--- src/verilog/mbrrw_pkg.sv ---
// mbrrw_pkg: constants and carrier types of the register remap window
package mbrrw_pkg;

	// ----------------------------------------------------------------
	// window geometry
	// ----------------------------------------------------------------
	localparam logic [15:0] WIN_BASE    = 16'h1389; // first window register, 5001
	localparam int unsigned WIN_ENTRIES = 50;       // entries 5001..5050
	localparam logic [15:0] NULL_TARGET = 16'h0000; // target meaning "not remapped"
	localparam logic [15:0] NULL_RDATA  = 16'h0000; // read answer of a null entry
	localparam logic [5:0]  BOOT_SUP_EN = 6'h32;    // boot record after the table: timer enable

	// ----------------------------------------------------------------
	// timing
	// ----------------------------------------------------------------
	localparam int unsigned CLK_HZ          = 40000000;
	localparam int unsigned SUP_TIMEOUT_MS  = 1000; // gap allowed between connections
	localparam int unsigned CONN_TIMEOUT_MS = 1000; // idle allowed inside a connection
	localparam int unsigned SUP_TIMEOUT_CYC  = SUP_TIMEOUT_MS * (CLK_HZ / 1000);
	localparam int unsigned CONN_TIMEOUT_CYC = CONN_TIMEOUT_MS * (CLK_HZ / 1000);

	// ----------------------------------------------------------------
	// types
	// ----------------------------------------------------------------
	typedef struct packed {
		logic        write;
		logic [15:0] addr;
		logic [15:0] wdata;
	} mbrrw_acc_s;

	typedef enum logic [1:0] {
		ST_BOOT  = 2'b00,
		ST_IDLE  = 2'b01,
		ST_LOOK  = 2'b10,
		ST_DRIVE = 2'b11
	} mbrrw_state_e;

endpackage

--- src/verilog/mbrrw_remap_mem.sv ---
// mbrrw_remap_mem: remap target table with registered read data
`timescale 1ns/1ps
`default_nettype none

module mbrrw_remap_mem #(
	parameter int unsigned DEPTH = 50,
	parameter int unsigned WIDTH = 16,
	parameter int unsigned AW    = 6
) (
	// clock, reset, enable
	input  wire logic             clk,
	input  wire logic             resetn,
	input  wire logic             ce,
	// write port
	input  wire logic             wr_en,
	input  wire logic [AW-1:0]    wr_idx,
	input  wire logic [WIDTH-1:0] wr_data,
	// read port
	input  wire logic             rd_en,
	input  wire logic [AW-1:0]    rd_idx,
	output logic      [WIDTH-1:0] rd_data_q
);

	logic [WIDTH-1:0] mem [DEPTH];
	logic [WIDTH-1:0] rd_data_d;

	initial begin
		if (DEPTH > (1 << AW)) $error("mbrrw_remap_mem: DEPTH does not fit AW");
	end

	// read path: hold the last word unless a new read is asked for
	always_comb begin
		rd_data_d = rd_data_q;
		if (rd_en) begin
			rd_data_d = mem[rd_idx];
		end
	end

	// array has no reset: contents only matter after the boot load
	always_ff @(posedge clk) begin
		if (ce && wr_en) begin
			mem[wr_idx] <= wr_data;
		end
	end

	always_ff @(posedge clk or negedge resetn) begin
		if (!resetn) begin
			rd_data_q <= '0;
		end else if (ce) begin
			rd_data_q <= rd_data_d;
		end
	end

endmodule

`default_nettype wire

--- src/verilog/mbrrw_remap_window.sv ---
// mbrrw_remap_window: remap window, boot-time config load and connection timers
`timescale 1ns/1ps
`default_nettype none

module mbrrw_remap_window #(
	parameter int unsigned N_ENTRIES  = mbrrw_pkg::WIN_ENTRIES,
	parameter int unsigned SUP_CYCLES  = mbrrw_pkg::SUP_TIMEOUT_CYC,
	parameter int unsigned CONN_CYCLES = mbrrw_pkg::CONN_TIMEOUT_CYC
) (
	// clock, reset, enable
	input  wire logic                  clk,
	input  wire logic                  resetn,
	input  wire logic                  ce,
	// boot load from nonvolatile storage
	output logic                       nv_req_q,
	output logic      [5:0]            nv_addr_q,
	input  wire logic                  nv_valid,
	input  wire logic [15:0]           nv_data,
	input  wire logic                  commit,
	output logic                       reboot_req_q,
	// client register accesses, one word each
	input  wire logic                  req_valid,
	input  wire mbrrw_pkg::mbrrw_acc_s req,
	output logic                       req_ready_q,
	output logic                       rsp_valid_q,
	output logic      [15:0]           rsp_rdata_q,
	// drive register port
	output logic                       drv_valid_q,
	output mbrrw_pkg::mbrrw_acc_s      drv_q,
	input  wire logic                  drv_done,
	input  wire logic [15:0]           drv_rdata,
	// connection events and timeouts
	input  wire logic                  conn_open,
	input  wire logic                  conn_close,
	output logic                       sup_timeout_q,
	output logic                       conn_timeout_q
);

	// ----------------------------------------------------------------
	// checks and helpers
	// ----------------------------------------------------------------
	initial begin
		if (N_ENTRIES < 1 || N_ENTRIES > 50) $error("N_ENTRIES must be 1..50");
		if (SUP_CYCLES < 1 || CONN_CYCLES < 1) $error("timer counts must be nonzero");
	end

	function automatic logic in_window(input logic [15:0] a);
		return (a >= mbrrw_pkg::WIN_BASE) &&
			(a < mbrrw_pkg::WIN_BASE + 16'(N_ENTRIES));
	endfunction

	function automatic logic [5:0] win_idx(input logic [15:0] a);
		logic [15:0] d;
		d = a - mbrrw_pkg::WIN_BASE;
		return d[5:0];
	endfunction

	// ----------------------------------------------------------------
	// access state machine
	// ----------------------------------------------------------------
	mbrrw_pkg::mbrrw_state_e state_q, state_d;
	mbrrw_pkg::mbrrw_acc_s   cur_q, cur_d, drv_d;
	logic [5:0]  nv_addr_d;
	logic        nv_req_d, sup_en_q, sup_en_d, reboot_d;
	logic        req_ready_d, rsp_valid_d, drv_valid_d;
	logic [15:0] rsp_rdata_d, tgt;
	logic        mem_wr, mem_rd, taken;

	mbrrw_remap_mem #(
		.DEPTH (N_ENTRIES),
		.WIDTH (16),
		.AW    (6)
	) u_table (
		.clk       (clk),
		.resetn    (resetn),
		.ce        (ce),
		.wr_en     (mem_wr),
		.wr_idx    (nv_addr_q),
		.wr_data   (nv_data),
		.rd_en     (mem_rd),
		.rd_idx    (win_idx(req.addr)),
		.rd_data_q (tgt)
	);

	assign taken  = (state_q == mbrrw_pkg::ST_IDLE) && req_valid && req_ready_q;
	assign mem_rd = taken && in_window(req.addr);
	assign mem_wr = (state_q == mbrrw_pkg::ST_BOOT) && nv_valid &&
		(nv_addr_q < 6'(N_ENTRIES));

	// next values of the access path
	always_comb begin
		state_d     = state_q;
		cur_d       = cur_q;
		drv_d       = drv_q;
		nv_addr_d   = nv_addr_q;
		nv_req_d    = nv_req_q;
		sup_en_d    = sup_en_q;
		reboot_d    = reboot_req_q | commit;
		rsp_valid_d = 1'b0;
		rsp_rdata_d = rsp_rdata_q;
		case (state_q)
			mbrrw_pkg::ST_BOOT: begin
				// table records first, then the timer enable record
				nv_req_d = 1'b1;
				if (nv_valid) begin
					if (nv_addr_q == mbrrw_pkg::BOOT_SUP_EN) begin
						sup_en_d = nv_data[0];
						nv_req_d = 1'b0;
						state_d  = mbrrw_pkg::ST_IDLE;
					end else if (nv_addr_q == 6'(N_ENTRIES) - 6'h01) begin
						nv_addr_d = mbrrw_pkg::BOOT_SUP_EN;
					end else begin
						nv_addr_d = nv_addr_q + 6'h01;
					end
				end
			end
			mbrrw_pkg::ST_IDLE: begin
				if (taken) begin
					cur_d = req;
					if (in_window(req.addr)) begin
						state_d = mbrrw_pkg::ST_LOOK;
					end else begin
						drv_d   = req; // original address stays reachable
						state_d = mbrrw_pkg::ST_DRIVE;
					end
				end
			end
			mbrrw_pkg::ST_LOOK: begin
				if (tgt == mbrrw_pkg::NULL_TARGET) begin
					// null entry: no drive access at all
					rsp_valid_d = 1'b1;
					rsp_rdata_d = mbrrw_pkg::NULL_RDATA;
					state_d     = mbrrw_pkg::ST_IDLE;
				end else begin
					drv_d   = '{write: cur_q.write, addr: tgt, wdata: cur_q.wdata};
					state_d = mbrrw_pkg::ST_DRIVE;
				end
			end
			mbrrw_pkg::ST_DRIVE: begin
				// read answer comes from the drive each time, never from a copy; a write answers 0
				if (drv_done) begin
					rsp_valid_d = 1'b1;
					rsp_rdata_d = cur_q.write ? 16'h0000 : drv_rdata;
					state_d     = mbrrw_pkg::ST_IDLE;
				end
			end
			default: begin
				state_d = mbrrw_pkg::ST_BOOT;
			end
		endcase
		req_ready_d = (state_d == mbrrw_pkg::ST_IDLE);
		drv_valid_d = (state_d == mbrrw_pkg::ST_DRIVE);
	end

	// registers of the access path
	always_ff @(posedge clk or negedge resetn) begin
		if (!resetn) begin
			state_q      <= mbrrw_pkg::ST_BOOT;
			cur_q        <= '0;
			drv_q        <= '0;
			nv_addr_q    <= 6'h00;
			nv_req_q     <= 1'b0;
			sup_en_q     <= 1'b0;
			reboot_req_q <= 1'b0;
			req_ready_q  <= 1'b0;
			rsp_valid_q  <= 1'b0;
			rsp_rdata_q  <= 16'h0000;
			drv_valid_q  <= 1'b0;
		end else if (ce) begin
			state_q      <= state_d;
			cur_q        <= cur_d;
			drv_q        <= drv_d;
			nv_addr_q    <= nv_addr_d;
			nv_req_q     <= nv_req_d;
			sup_en_q     <= sup_en_d;
			reboot_req_q <= reboot_d;
			req_ready_q  <= req_ready_d;
			rsp_valid_q  <= rsp_valid_d;
			rsp_rdata_q  <= rsp_rdata_d;
			drv_valid_q  <= drv_valid_d;
		end
	end

	// ----------------------------------------------------------------
	// connection timers
	// ----------------------------------------------------------------
	logic [31:0] sup_cnt_q, sup_cnt_d, conn_cnt_q, conn_cnt_d;
	logic        sup_armed_q, sup_armed_d, sup_to_d;
	logic        conn_act_q, conn_act_d, conn_to_d;

	// supervisory gap counts only after a first connection was seen, so a
	// freshly booted card with no client yet does not report a fault
	always_comb begin
		sup_cnt_d   = sup_cnt_q;
		sup_armed_d = sup_armed_q;
		sup_to_d    = sup_timeout_q;
		if (conn_open) begin
			sup_cnt_d   = 32'h0000_0000;
			sup_armed_d = sup_en_q;
			sup_to_d    = 1'b0;
		end else if (sup_en_q && sup_armed_q && !sup_timeout_q) begin
			if (sup_cnt_q >= SUP_CYCLES - 1) begin
				sup_to_d = 1'b1;
			end else begin
				sup_cnt_d = sup_cnt_q + 32'h0000_0001;
			end
		end
	end

	// per-connection idle timer, restarted by every accepted access
	always_comb begin
		conn_cnt_d = conn_cnt_q;
		conn_act_d = conn_act_q;
		conn_to_d  = conn_timeout_q;
		if (conn_open || taken) begin
			conn_cnt_d = 32'h0000_0000;
			conn_act_d = 1'b1;
			conn_to_d  = 1'b0;
		end else if (conn_close) begin
			conn_act_d = 1'b0;
			conn_to_d  = 1'b0;
		end else if (conn_act_q && !conn_timeout_q) begin
			if (conn_cnt_q >= CONN_CYCLES - 1) begin
				conn_to_d = 1'b1;
			end else begin
				conn_cnt_d = conn_cnt_q + 32'h0000_0001;
			end
		end
	end

	always_ff @(posedge clk or negedge resetn) begin
		if (!resetn) begin
			sup_cnt_q      <= 32'h0000_0000;
			sup_armed_q    <= 1'b0;
			sup_timeout_q  <= 1'b0;
			conn_cnt_q     <= 32'h0000_0000;
			conn_act_q     <= 1'b0;
			conn_timeout_q <= 1'b0;
		end else if (ce) begin
			sup_cnt_q      <= sup_cnt_d;
			sup_armed_q    <= sup_armed_d;
			sup_timeout_q  <= sup_to_d;
			conn_cnt_q     <= conn_cnt_d;
			conn_act_q     <= conn_act_d;
			conn_timeout_q <= conn_to_d;
		end
	end

endmodule

`default_nettype wire

--- config.mk ---
export PLATFORM = sky130hd
export DESIGN_NAME = mbrrw_remap_window
export DESIGN_NICKNAME = d
export VERILOG_FILES = /design/src/verilog/mbrrw_pkg.sv /design/src/verilog/mbrrw_remap_mem.sv /design/src/verilog/mbrrw_remap_window.sv
export SDC_FILE = /design/constraint.sdc
export NUM_CORES = 1
export LEC_CHECK = 0
export BUFFER_PORTS_ARGS = -buffer_cell sky130_fd_sc_hd__buf_2
export CAP_MARGIN = 20
export CORE_ASPECT_RATIO = 1.2
export CORE_MARGIN = 2
export CORE_UTILIZATION = 56
export DETAILED_ROUTE_END_ITERATION = 16
export GPL_TIMING_DRIVEN = 0
export PLACE_DENSITY = 0.75
export SLEW_MARGIN = 20
export SYNTH_ARGS = -nofsm -noshare
export SYNTH_HDL_FRONTEND = slang
export SYNTH_SLANG_ARGS = --single-unit
--- constraint.sdc ---
create_clock -name clk -period 2.9 [get_ports clk]
set_input_delay 0.145 -clock clk [delete_from_list [all_inputs] [get_ports clk]]
set_output_delay 0.145 -clock clk [all_outputs]
set_load 0.02 [all_outputs]
### Word-level counts from Yosys, hierarchy flattened

Memory sizes are Yosys's and may differ from the RTL's. A register that Yosys moved wholly into a read port is not among the register bits.
Index checks and enable logic that the tools add are counted.

* flip-flop bits (word level): 148
* memory bits (writable): 800
* input bits: 74
* output and inout port bits: 62
* word-level logic and storage cells: 123
* memories: 1

* add/sub/neg operators: 4
* order comparisons: 5
* equality and inequality tests: 15
* multiplexer cells: 39
* bitwise operators: 2
* reduce and logical (&&, ||, !) cells: 37

Memories
* u_table.mem: words 50, bits a word 16, read ports 1, clocked after Yosys merged registers in 1, wr ports 1, line mbrrw_remap_mem.sv:24 `logic [WIDTH-1:0] mem [DEPTH];`

Operators with widths (count)
* $mux 32: 7
* $mux 33: 3
* $pmux 33 s2: 1
* $add 32x1->32 const B: 2
* $ge 32x26->1 const B: 2
* $mux 16: 3
* $pmux 16 s2: 1
* $ge 16x13->1 const B: 1
* $logic_not 16->1: 1
* $lt 16x13->1 const B: 1
* $mux 1: 16
* $reduce_and 4->1: 4
* $ne 2x2->1 const B: 7
* $eq 6x6->1 const B: 2
* $reduce_and 3->1: 4
* $reduce_bool 2->1: 6
* $logic_and 1x1->1: 10
* $mux 2: 5
* $pmux 2 s4: 1
* $reduce_and 2->1: 4
* $add 6x1->6 const B: 1
* $eq 2x2->1 const B: 3
* $lt 6x6->1 const B: 1
* $mux 6: 1
* 11 further kinds: 15

### Longest topological paths before layout

* depth in word-level cells: 6
* depth in mapped cells: 13
* gate-level depth less buffers: 8

### Cells and area by module

Synthesis repeated with hierarchy kept, for this count alone.

* cells, all modules: 2185
* area, all modules: 38630.8 µm²

By module, submodules not included
* mbrrw_remap_mem: instances 1, cells each 1450, area each 31441.4 µm², seq. area each 24423.4 µm²
* mbrrw_remap_window: instances 1, cells each 735, area each 7189.4 µm², seq. area each 3703.6 µm²

### Worst setup path before layout

Ideal clock, no wire load.

* kind: register to register
* from: register nv_addr_q[3]
* to: memory u_table.mem[11][0], enable pin
* library setup time: 0.409 ns
* arrival: 2.416 ns
* required time: 2.491 ns
* setup slack: 0.075 ns
* cell stages (with the launch flop): 5
* path buffers: 1
* period minus slack after synthesis: 2.825 ns
* path through: dfrtp_1 -> clkbuf_1 -> o311ai_0 -> nand2_1 -> nor3_1

* longest elaborated chain between the ends: 5

RTL lines
* start: declaration: line mbrrw_remap_window.sv:16 `output logic [5:0] nv_addr_q,`
* start signal: assignment: line mbrrw_remap_window.sv:173 `nv_addr_q <= nv_addr_d;`
* $lt 6x6->1: line mbrrw_remap_window.sv:88 `(nv_addr_q < 6'(N_ENTRIES));`
* $logic_and 1x1->1: line mbrrw_remap_window.sv:87 `assign mem_wr = (state_q == mbrrw_pkg::ST_BOOT) && nv_valid &&`
* $logic_and 1x1->1: line mbrrw_remap_mem.sv:41 `if (ce && wr_en) begin`
* $mux 1: line mbrrw_remap_mem.sv:41
* $mux 1 (implied by the code): line mbrrw_remap_mem.sv:42 `mem[wr_idx] <= wr_data;`
* end: declaration: line mbrrw_remap_mem.sv:24

Parallel ways exist; a longest one is shown, timed or not.

### Worst setup path in the final report

* from: register nv_addr_q[0]
* to: memory u_table.mem[3][14], enable pin

The elaborated chain is that of the path after synthesis.

==> results.py <==
metrics = {
    "route": {
        "drt-initial-drc-count": 2817,
        "drtAntennaViolNets": 0,
        "via_per_inst": 6.37,
        "drc": 0,
        "vias": 24681,
        "wirelength_um": 104000,
        "drtPass1Iterations": 6,
        "routedWlPerCell_um": 27.0,
    },
    "synth": {
        "syn_area_per_cell_um2": 15.3,
        "synthFlopType": "edfxtp_1",
        "async_flop_share": 0.170,
        "synthAdderAreaFrac": 0.00258,
        "synth-seq-area-share": 0.724,
        "synth_area_leaders": "edfxtp_1 62%, dfrtp_1 11%, mux4_2 7.5%",
        "synth_top_family_by_area": "simple AND/OR/NAND/NOR gates",
        "synth_xor_area_frac": 0.00335,
        "synth-compound-area-share": 0.0409,
        "synthDistinctLibCells": 69,
        "synth_nets": 2620,
        "yosys_register_bits": 964,
        "syn_inst": 2538,
        "synth_edf_count": 800,
        "yosysTopAreaCellShare": 0.618,
        "synth_area_leader_cell": "edfxtp_1",
        "synthSimpleGateAreaFrac": 0.111,
        "yosysMostFrequentCell": "edfxtp_1",
        "synth_common_cells": "800 x edfxtp_1, 412 x nand2_1, 168 x nand3_1",
        "netlist_area_um2": 38900,
        "ys_warn_count": 0,
        "yosys-mux-area-fraction": 0.102,
    },
    "clock_tree": {
        "cts_tree": "yes",
        "cts_buffer_depth": 3,
        "clock-sinks": 964,
        "clkTransAtPathRegs_ps": 60,
        "htreeDepth": 3,
        "insertion_delay_ps": 660,
        "clock-root-buffer": "clkbuf_16",
        "cts_buffers": 92,
    },
    "critical_path": {
        "slowest_delay_ps": 640,
        "critPathLaunchType": "flip-flop",
        "crit_family": "buffers and inverters",
        "path_class": "reg2reg",
        "path_buf_inv": 4,
        "cpMostUsedCell": "buf_4",
        "slowest_stage": "nor3_2",
        "path_max_fanout": 10,
        "critPathRequiredTime_ps": 3280,
        "crit_path_end_kind": "flip-flop",
        "path_cells": "inv_1 -> or3_1 -> clkbuf_1 -> nor3_2 -> buf_4 -> buf_4",
        "crit_arrival_ps": 3370,
    },
    "power": {
        "finalPower_mw": 31.0,
        "p_leak_nw": 15.9,
        "power.density_nw_per_um2": 676,
        "ir_drop_mv": 0.592,
    },
    "timing": {
        "final.period_utilization": 1.03,
        "finClkSkew_ps": 35.1,
        "setup_ws_ps": -92.0,
        "hold_viol": 0,
        "setup_violations": 28,
        "worst_slew_pin_slew_ps": 1230,
        "tns_ps": -1050,
        "clock.fmax_mhz": 334,
        "max_slew_margin": 0.181,
        "rsz0062_at_grt": "true",
        "drv_slew": 0,
        "post-route-min-period_ps": 2990,
    },
    "global_route": {
        "grt_usage": 0.292,
        "grt_overflow": 0,
        "grt_pass1_vias": 24897,
        "grt_start_max_net_pins": 99,
        "grt_antenna_before_repair": 6,
        "grt_pass1_wl_um": 154000,
    },
    "floorplanning": {
        "num_io_pins": 136,
        "rows": 105,
        "dieWidth_um": 245,
        "die_area_um2": 71500,
        "initial_core_util": 0.567,
        "coreArea_um2": 68600,
        "fp.dieH_um": 293,
    },
    "layout": {
        "area_delta_synth_final_pct": 18.0,
        "nFillCells": 4439,
        "nets": 2970,
        "diodes": 0,
        "stdcell_area_um2": 45900,
        "layout-drive-gt1-share": 0.222,
        "fin_util": 0.669,
    },
    "outcome": {
        "outcome": "complete, but fails checks",
        "violations": "negative setup slack",
    },
    "placed_design": {
        "pre_cts_ws_ps": -2030,
        "numPortBuffers": 133,
        "routabilityCongestion": 0.939,
        "hpwlAfterDp_um": 65900,
        "dpl_cell_area_um2": 41300,
    },
    "run": {
        "drv_cap": 0,
    },
    "worst_hold_path": {
        "min-delay-path-class": "in2async",
    },
}
==> cells in the final DEF, fill, tap and decap left out, types with 29 or more instances in the layout <==
master,instances
a21oi_1,68
and3_1,30
buf_2,147
buf_4,33
buf_6,34
clkbuf_1,84
clkbuf_16,94
clkbuf_2,29
dfrtp_1,164
dlygate4sd3_1,52
edfxtp_1,800
mux2i_1,75
mux4_2,130
nand2_1,411
nand3_1,167
nand4_1,35
nor2_1,69
nor2_4,33
o21ai_0,45
or4_1,33
==> path summary, 6_finish.rpt <==
kind	depth (start not counted)	endpoint	slack, ps	start
worst max-delay path	6	u_table.mem[3][14]	-90	nv_addr_q[0]
worst min-delay path	2	conn_cnt_q[20]	30	resetn
worst max register to register	6	u_table.mem[3][14]	-90	nv_addr_q[0]
worst min register to register	1	reboot_req_q	470	reboot_req_q
max in group asynchronous	3	drv_q[2]	1980	resetn
min in group clk	1	u_table.mem[19][2]	40	nv_data[2]
==> final cells by class <==
cell class              instances  area [µm²]  share of cell area
clock inverters                51         603              0.0132
clock buffers                 120        2470              0.0539
inverters                      13        51.3             0.00112
repair buffers                259        2160              0.0471
multi-input cells            1415       10600               0.231
well taps                     909        1140              0.0248
plain buffers                 143         714              0.0156
flip-flops and latches        964       28100               0.613
==> power by group <==
group | switching (mW) | internal, mW
logic | 2.08 | 1.09
registers | 0.240 | 15.4
clock network | 5.16 | 7.03
total | 7.48 | 23.5
==> sequential cells by signal, summed over array words and instances (netlist names), 2 cells and up <==
register	flops
u_table.mem	800
drv_q	33
conn_cnt_q	32
sup_cnt_q	32
cur_q	17
rsp_rdata_q	16
u_table.rd_data_q	16
nv_addr_q	6
state_q	2
==> worst register-to-register path: cells and delay by family, from the launching register on <==
kind | cells | cell delay, ps
buffers and inverters | 4 | 1130
flip-flops | 1 | 530
AND/OR/NAND/NOR | 2 | 1060
==> per-stage QoR <==
stage	cells	hold WS, ps
2_1_floorplan	2538	-151
3_3_place_gp	3580	366
3_5_place_dp	3618	139
4_1_cts	3853	18.9
5_1_grt	3874	57.7
6_report	3874	35.0
==> routing by layer <==
layer  GRT usage  up-vias  wire length, µm
li1            -    10484                -
met3      0.0528      250             9410
met2       0.492     1468            52700
met5           0        -               56
met1       0.369    12471            37900
met4       0.137        8             4360
==> timing repair <==
item                                   in CTS  in global routing
setup endpoints to repair                 700                527
resized for setup                          92                 75
buffers inserted                           14                 20
hold buffers                               51                  1
pin swaps                                  10                 15
endpoints found under the hold margin     239                 14
==> cell families after synthesis <==
| group | after synthesis |
|---|---|
| xor+xnor | 14 |
| compound gates | 241 |
| buf+inv | 159 |
| fa+ha+maj | 8 |
| flops | 964 |
| mux | 230 |
| simple gates | 922 |
Power figures use the tool's default switching activity.
